==> src/scale_display_pkg.sv <==
// Purpose: shared constants and types for the pointer scale display logic
// Assumes: 125 MHz system clock, 7-bit converter code
// Notes: long counts are derived here and overridden as top parameters

package scale_display_pkg;

  // ---------------------------------------------------------------
  // data widths and scale limits
  // ---------------------------------------------------------------
  localparam int DATA_W = 7;
  localparam int LAMP_N = 100;
  localparam logic [6:0] TOP_COUNT = 7'h63;
  localparam logic [6:0] ZERO_COUNT = 7'h00;
  localparam logic [6:0] PLUS_ONE = 7'h01;
  localparam logic [6:0] MINUS_ONE = 7'h7f;

  // ---------------------------------------------------------------
  // timing, each figure in its own unit, then in clock cycles
  // ---------------------------------------------------------------
  localparam int CLK_MHZ = 125;
  localparam int START_PULSE_US = 1;
  localparam int START_PULSE_CYC = START_PULSE_US * CLK_MHZ;
  localparam int TRIG_PERIOD_MS = 7;
  localparam int TRIG_PERIOD_CYC = TRIG_PERIOD_MS * 1000 * CLK_MHZ;
  localparam int GATE_LOW_MS = 2;
  localparam int GATE_LOW_CYC = GATE_LOW_MS * 1000 * CLK_MHZ;
  localparam int TREND_ON_US = 1000;
  localparam int TREND_ON_CYC = TREND_ON_US * CLK_MHZ;
  localparam int CNT_W = 20;

  // scale flavour: only some scales carry the trend lamp
  typedef enum {SCALE_POINTER_ONLY, SCALE_WITH_TREND} scale_kind_t;

endpackage

==> src/lamp_select_if.sv <==
// Purpose: carries the value to show and the decoder's lamp selection
// Assumes: one clock domain
// Notes: driven by the scale control, answered by the lamp decoder

`timescale 1ns/10ps

interface lamp_select_if;
  import scale_display_pkg::*;

  logic [DATA_W-1:0] value;
  logic enable;
  logic [LAMP_N-1:0] lamps;

  // control side drives the value, decoder side drives the lamps
  modport ctrl (output value, output enable, input lamps);
  modport dec (input value, input enable, output lamps);
endinterface

==> src/lamp_decoder.sv <==
// Purpose: binary to one-of-n lamp driver select with over-range clamp
// Assumes: value and enable come from logic on the same clock
// Notes: lamp selection is registered, one cycle after the value

`timescale 1ns/10ps

module lamp_decoder
  import scale_display_pkg::*;
(
  // clock and reset
  input wire logic i_clock,
  input wire logic i_rstn,
  // selection link
  lamp_select_if.dec sel
);

  // ---------------------------------------------------------------
  // clamp and one-hot decode
  // ---------------------------------------------------------------

  // anything past the top count shows as the last lamp
  function automatic logic [DATA_W-1:0] clamp_code(input logic [DATA_W-1:0] code);
    clamp_code = (code > TOP_COUNT) ? TOP_COUNT : code;
  endfunction

  logic [DATA_W-1:0] code_clamped;
  logic [LAMP_N-1:0] hot;
  logic [LAMP_N-1:0] lamps_r;
  logic [LAMP_N-1:0] lamps_nxt;

  assign code_clamped = clamp_code(sel.value);

  // one comparator per lamp position
  generate
    for (genvar i = 0; i < LAMP_N; i++)
    begin : g_pos
      assign hot[i] = (code_clamped == DATA_W'(i));
    end
  endgenerate

  // blanked while the converter is busy
  assign lamps_nxt = sel.enable ? hot : '0;

  // ---------------------------------------------------------------
  // lamp register
  // ---------------------------------------------------------------

  // each bit drives one driver, which lights a pair of lamps
  always_ff @(posedge i_clock)
  begin
    if (!i_rstn)
      lamps_r <= '0;
    else
      lamps_r <= lamps_nxt;
  end

  assign sel.lamps = lamps_r;
endmodule

==> src/scale_pointer_trend_display.sv <==
// Purpose: conversion trigger, blanking, trend detection and lamp select
//          for one illuminated pointer scale
// Assumes: external converter holds its strobe high while converting and
//          keeps its data stable once the strobe is low
// Notes: long counts are parameters so a simulation can shorten them
//        the trend lamp replaces the pointer in the last slice of each period
//        the top end is clamped in the decoder, the bottom end here

`timescale 1ns/10ps

module scale_pointer_trend_display
  import scale_display_pkg::*;
#(
  parameter scale_kind_t KIND = SCALE_WITH_TREND,
  parameter int PERIOD_CYC = TRIG_PERIOD_CYC,
  parameter int LOW_CYC = GATE_LOW_CYC,
  parameter int TREND_CYC = TREND_ON_CYC
)
(
  // clock and reset
  input wire logic i_clock,
  input wire logic i_rstn,
  // converter side
  input wire logic [DATA_W-1:0] i_adc_data,
  input wire logic i_adc_busy,
  output logic o_conv_start,
  // lamp drivers
  output logic [LAMP_N-1:0] o_lamp,
  // trend status
  output logic o_trend_up,
  output logic o_trend_valid
);

  // ---------------------------------------------------------------
  // input synchronisers
  // ---------------------------------------------------------------

  logic [DATA_W-1:0] data_s1_r;
  logic [DATA_W-1:0] data_s2_r;
  logic busy_s1_r;
  logic busy_s2_r;
  logic busy_s3_r;

  // converter pins are asynchronous to our clock
  // the data word needs no gray code: it is only taken once the strobe has
  // been low for a full synchroniser delay, when every bit has settled
  always_ff @(posedge i_clock)
  begin
    if (!i_rstn)
    begin
      data_s1_r <= '0;
      data_s2_r <= '0;
      busy_s1_r <= 1'b0;
      busy_s2_r <= 1'b0;
      busy_s3_r <= 1'b0;
    end
    else
    begin
      data_s1_r <= i_adc_data;
      data_s2_r <= data_s1_r;
      busy_s1_r <= i_adc_busy;
      busy_s2_r <= busy_s1_r;
      busy_s3_r <= busy_s2_r;
    end
  end

  // ---------------------------------------------------------------
  // period timer and start pulse
  // ---------------------------------------------------------------

  logic [CNT_W-1:0] cnt_r;
  logic [CNT_W-1:0] cnt_nxt;
  logic period_end;
  logic start_r;
  logic start_nxt;
  logic gate_high;
  logic trend_phase;

  // free-running period counter, wraps once per trigger period
  assign period_end = (cnt_r == CNT_W'(PERIOD_CYC - 1));
  assign cnt_nxt = period_end ? '0 : cnt_r + CNT_W'(1);
  assign start_nxt = (cnt_nxt < CNT_W'(START_PULSE_CYC));
  // low interval opens each period, so the new conversion settles first
  assign gate_high = (cnt_r >= CNT_W'(LOW_CYC));
  // trend lamp shown in the last slice of the period; slice width sets brightness
  assign trend_phase = (cnt_r >= CNT_W'(PERIOD_CYC - TREND_CYC));

  // one counter gives the start pulse, the comparator gate and the trend slice
  always_ff @(posedge i_clock)
  begin
    if (!i_rstn)
    begin
      // park on the last count so the first pulse after reset is full width
      cnt_r <= CNT_W'(PERIOD_CYC - 1);
      start_r <= 1'b0;
    end
    else
    begin
      cnt_r <= cnt_nxt;
      start_r <= start_nxt;
    end
  end

  assign o_conv_start = start_r;

  // ---------------------------------------------------------------
  // live data latch and stored sample
  // ---------------------------------------------------------------

  logic busy_fell;
  logic [DATA_W-1:0] live_r;
  logic [DATA_W-1:0] stored_r;
  logic have_data_r;

  // data is only trusted once the strobe has dropped
  assign busy_fell = busy_s3_r && !busy_s2_r;

  // the stored copy is taken at period end, so each period compares against
  // the code that was shown during the one before
  always_ff @(posedge i_clock)
  begin
    if (!i_rstn)
    begin
      live_r <= '0;
      stored_r <= '0;
      have_data_r <= 1'b0;
    end
    else
    begin
      if (busy_fell)
        live_r <= data_s2_r;
      if (busy_fell)
        have_data_r <= 1'b1;
      if (period_end)
        stored_r <= live_r;
    end
  end

  // ---------------------------------------------------------------
  // trend comparator and direction flip-flop
  // ---------------------------------------------------------------

  logic trend_present;
  logic live_below;
  logic live_above;
  logic dir_up_r;
  logic dir_up_nxt;
  logic dir_valid_r;
  logic dir_valid_nxt;

  assign trend_present = (KIND == SCALE_WITH_TREND);
  // both outputs forced off during the low interval
  assign live_below = trend_present && gate_high && (live_r < stored_r);
  assign live_above = trend_present && gate_high && (live_r > stored_r);
  // equal values raise neither, so the direction holds
  assign dir_up_nxt = live_above ? 1'b1 : (live_below ? 1'b0 : dir_up_r);
  assign dir_valid_nxt = dir_valid_r || live_above || live_below;

  // direction and its valid flag move only on the gated comparator outputs
  always_ff @(posedge i_clock)
  begin
    if (!i_rstn)
    begin
      dir_up_r <= 1'b0;
      dir_valid_r <= 1'b0;
    end
    else
    begin
      dir_up_r <= dir_up_nxt;
      dir_valid_r <= dir_valid_nxt;
    end
  end

  assign o_trend_up = dir_up_r;
  assign o_trend_valid = dir_valid_r;

  // ---------------------------------------------------------------
  // plus or minus one adder and decoder feed
  // ---------------------------------------------------------------

  logic trend_on;
  logic at_floor;
  logic [DATA_W-1:0] addend;
  logic [DATA_W-1:0] offset_sum;
  logic [DATA_W-1:0] disp_value;

  lamp_select_if sel ();

  // rising shows the lamp behind, falling shows it ahead
  assign addend = dir_up_r ? MINUS_ONE : PLUS_ONE;
  assign offset_sum = live_r + addend;
  // no wrap below zero; the top side is clamped by the decoder
  assign at_floor = dir_up_r && (live_r == ZERO_COUNT);
  assign trend_on = trend_present && dir_valid_r && trend_phase && !at_floor;
  assign disp_value = trend_on ? offset_sum : live_r;
  assign sel.value = disp_value;
  // decoder held off for the whole conversion, a small share of the period;
  // also off in the cycle the new code is latched, so no stale value flashes
  assign sel.enable = !(busy_s2_r || busy_s3_r) && have_data_r;

  lamp_decoder u_decoder (
    .i_clock (i_clock),
    .i_rstn (i_rstn),
    .sel (sel)
  );

  assign o_lamp = sel.lamps;

  // ---------------------------------------------------------------
  // checks
  // ---------------------------------------------------------------

  localparam int PULSE_W = START_PULSE_CYC;
  logic [CNT_W-1:0] pulse_len_r;

  // counts the high cycles of the start pulse
  always_ff @(posedge i_clock)
  begin
    if (!i_rstn)
      pulse_len_r <= '0;
    else if (start_nxt && !start_r)
      pulse_len_r <= CNT_W'(1);
    else if (start_nxt)
      pulse_len_r <= pulse_len_r + CNT_W'(1);
  end
endmodule

==> config.mk <==
export PLATFORM = sky130hd
export DESIGN_NAME = scale_pointer_trend_display
export DESIGN_NICKNAME = d
export VERILOG_FILES = /design/src/scale_display_pkg.sv /design/src/lamp_select_if.sv /design/src/lamp_decoder.sv /design/src/scale_pointer_trend_display.sv
export SDC_FILE = /design/constraint.sdc
export NUM_CORES = 1
export LEC_CHECK = 0
export BUFFER_PORTS_ARGS = -buffer_cell sky130_fd_sc_hd__buf_4
export CAP_MARGIN = 30
export CORE_MARGIN = 4
export CORE_UTILIZATION = 50
export DETAILED_ROUTE_END_ITERATION = 6
export MAX_ROUTING_LAYER = met4
export PLACE_DENSITY = 0.79
export SETUP_SLACK_MARGIN = 0.02
export SYNTH_ARGS = -nofsm -noshare
export SYNTH_HDL_FRONTEND = slang
export SYNTH_SLANG_ARGS = --single-unit
==> constraint.sdc <==
create_clock -name i_clock -period 2.81 [get_ports i_clock]
set_clock_uncertainty 0.15 [all_clocks]
set_input_delay 0.562 -clock i_clock [delete_from_list [all_inputs] [get_ports i_clock]]
set_output_delay 0.562 -clock i_clock [all_outputs]
set_load 0.005 [all_outputs]
==> results.toml <==
[floorplanning]
die_h_um = 118.4
start_util_pct = 50.92
die_x_um = 118.4
io-pin-count = 113
num_rows = 40
die-area_sq_um = 14010
coreArea_sq_um = 11960

[cells_and_area]
mostFrequentLayoutCells = "buf_4 (175), dfxtp_1 (154), nor2_1 (59), nor3_2 (32), nor3_1 (28)"
instances_no_fill = 979
drive_above_1_share_pct = 40.26
area_growth_pct = 45.01
antennaDiodeCount = 0
fin_nets = 844
finalInstanceArea_sq_um = 8832
layout_commonest_cell = "buf_4"

[logic_synthesis]
synth_edf_count = 0
ys_ff_latch = 155
syn_inst = 653
synth_top_area_cell = "dfxtp_1"
synth_nets = 678
syn_avg_cell_area_sq_um = 9.327
syn_area_sq_um = 6091
synth_top_cell_area_share_pct = 50.94
ys.flop_type = "dfxtp_1"
yosys_warnings = 0
yosysSeqAreaShare_pct = 50.94
ys_top_cells_by_area = "dfxtp_1 (51%), nor3_1 (5.6%), nor2_1 (4.8%)"
ys_types = 63
async_reset_ff_share_pct = 0

[sta]
tightestPinTransition_ns = 0.9926
drv_slew = 0
period_share_pct = 100.7
maxSlewHeadroom_pct = 33.69
setup_viol = 8
hold_viol = 0
clock.fmax_mhz = 353.4
layout_setup_ws_ns = -0.01987
finalSetupTns_ns = -0.1065
period_needed_ns = 2.830
timing.hold.ws_ns = 0.1929
grt_setup_unrepaired = "yes"

[place]
gp_congestion = 0.9314
dp_slack_ns = -0.1727
io_buffers = 112
dp.cells = 938
post-dp-hpwl_um = 11700
place_area_sq_um = 7542

[worst_setup_path]
worstReg2RegStart = "o_trend_up$_SDFFE_PN0P_"
arrival_ns = 3.03
start_kind = "flip-flop"
regToRegSetupSlack_ns = -0.02
startpoint = "o_trend_up$_SDFFE_PN0P_"
r2r_end = "u_decoder.sel.lamps[58]$_SDFF_PN0_"
cp_max_fo = 8
criticalPathCategory = "reg2reg"
r2r_cells = 10
cp.required_ns = 3.01
crit_path_end_kind = "flip-flop"

[pwr]
p_per_area_nw_per_um2 = 651.7
power.leakage_uw = 0.003494
irDropWorstVdd_mv = 0.8272

[route]
route.detailed.drc = 0
wl_per_cell_um = 18.97
routed_wl_um = 18570
dr.pass1.iters = 7
initialDrtViolationCount = 489
viasPerCell = 5.818
final_antenna_net_count = 0
vias = 5696

[cts]
h-tree-depth = 4
clock_path_buffers = 2
holdBufCountCts = 0
clock_latency_ns = 0.43
cts_tree = "done"
cts_root_buf = "clkbuf_16"
clk_pin_slew_ns = 0.07
cts_sinks = 155
cts_buffers = 17

[global_routing]
grt_pass1_wl_um = 26800
grt_max_degree = 51
overflow = 0
grt_pass1_vias = 5306
grtUsageTotal_pct = 24.46
antenna_found_initial = 0

[hold_path]
worstHoldEndpoint = "data_s1_r[2]$_SDFF_PN0_"
min_from = "i_adc_data[2]"
hold_path_depth = 2
hp-class = "in2reg"

[flow_run]
maxCapViolations = 0

[status]
outcome = "finished with violations"
violations = "negative setup slack"
per-layer routing:
layer	track usage, %	wire, um
met3	5.455	1167
met4	9.269	667
met2	41.19	9473
met1	28.65	7266
met5	-	0
through the flow:
step	power [uW]	util, %
CTS	5667	68.76
global route	5978	73.84
floorplan	3101	-
detailed placement	3443	63.05
finish	5756	73.84
global placement	3414	63.05
what timing repair did:
item	CTS	global route
setup buffers	0	5
gates cloned	1	3
endpoints found under the setup margin	90	97
gates resized for setup	22	114
pin swaps	4	52
power by group:
| part | total (uW) | internal [uW] | switching [uW] |
|---|---|---|---|
| combinational | 1090 | 454 | 638 |
| sequential | 2420 | 2310 | 113 |
| clock | 2250 | 1290 | 960 |
final cells by class:
type	instances	area, sq um
Tap cell	147	183.9
Clock buffer	22	464.2
Clock inverter	10	105.1
Fill cell	739	3129
Timing Repair Buffer	192	1540
Multi-Input combinational cell	438	3376
Inverter	15	56.30
Sequential cell	155	3107
worst max-delay path, stage by stage (launching register included):
cell	delay [ns]
dfxtp_4	0.44
fa_2	0.28
a211oi_2	0.09
or4b_4	0.55
and4_4	0.21
or2_4	0.29
buf_6	0.15
nor3_4	0.19
a31oi_4	0.09
buf_6	0.16
nor3_2	0.15
cell usage after synthesis (14+ instances only):
library cell    n
o21ai_0        28
nor3_1         68
nor2_1         78
nand2_1        26
clkbuf_1       22
nor2b_1        22
buf_2          18
ha_1           14
and2_1         20
nand3_1        16
inv_1          15
dfxtp_1       155
how the worst max path moves through the flow:
stage                                               endpoint  slack (ns)  depth (start not counted)
after detailed placement  u_decoder.sel.lamps[39]$_SDFF_PN0_       -0.17                          9
final                     u_decoder.sel.lamps[58]$_SDFF_PN0_       -0.02                         10
after global routing      u_decoder.sel.lamps[27]$_SDFF_PN0_       -0.11                          9
after floorplan           u_decoder.sel.lamps[60]$_SDFF_PN0_        0.02                         11
after CTS                 u_decoder.sel.lamps[39]$_SDFF_PN0_       -0.02                          9
after global placement    u_decoder.sel.lamps[50]$_SDFF_PN0_       -0.12                         10
cells by family after synthesis:
kind of cell,after synthesis,share of synthesized area (%)
simple gates,285,24.10
flops,155,50.95
compound gates,98,11.52
buf+inv,60,4.129
xor+xnor,25,3.595
mux,15,2.506
fa+ha+maj,15,3.205
state kept, by name, indices dropped and copies added (netlist names):
register,cells
stored_r,7
o_trend_valid,1
busy_s2_r,1
data_s1_r,7
u_decoder.sel.lamps,100
busy_s1_r,1
live_r,7
cnt_r,20
o_trend_up,1
o_conv_start,1
have_data_r,1
busy_s3_r,1
data_s2_r,7
Power figures use the tool's default switching activity.
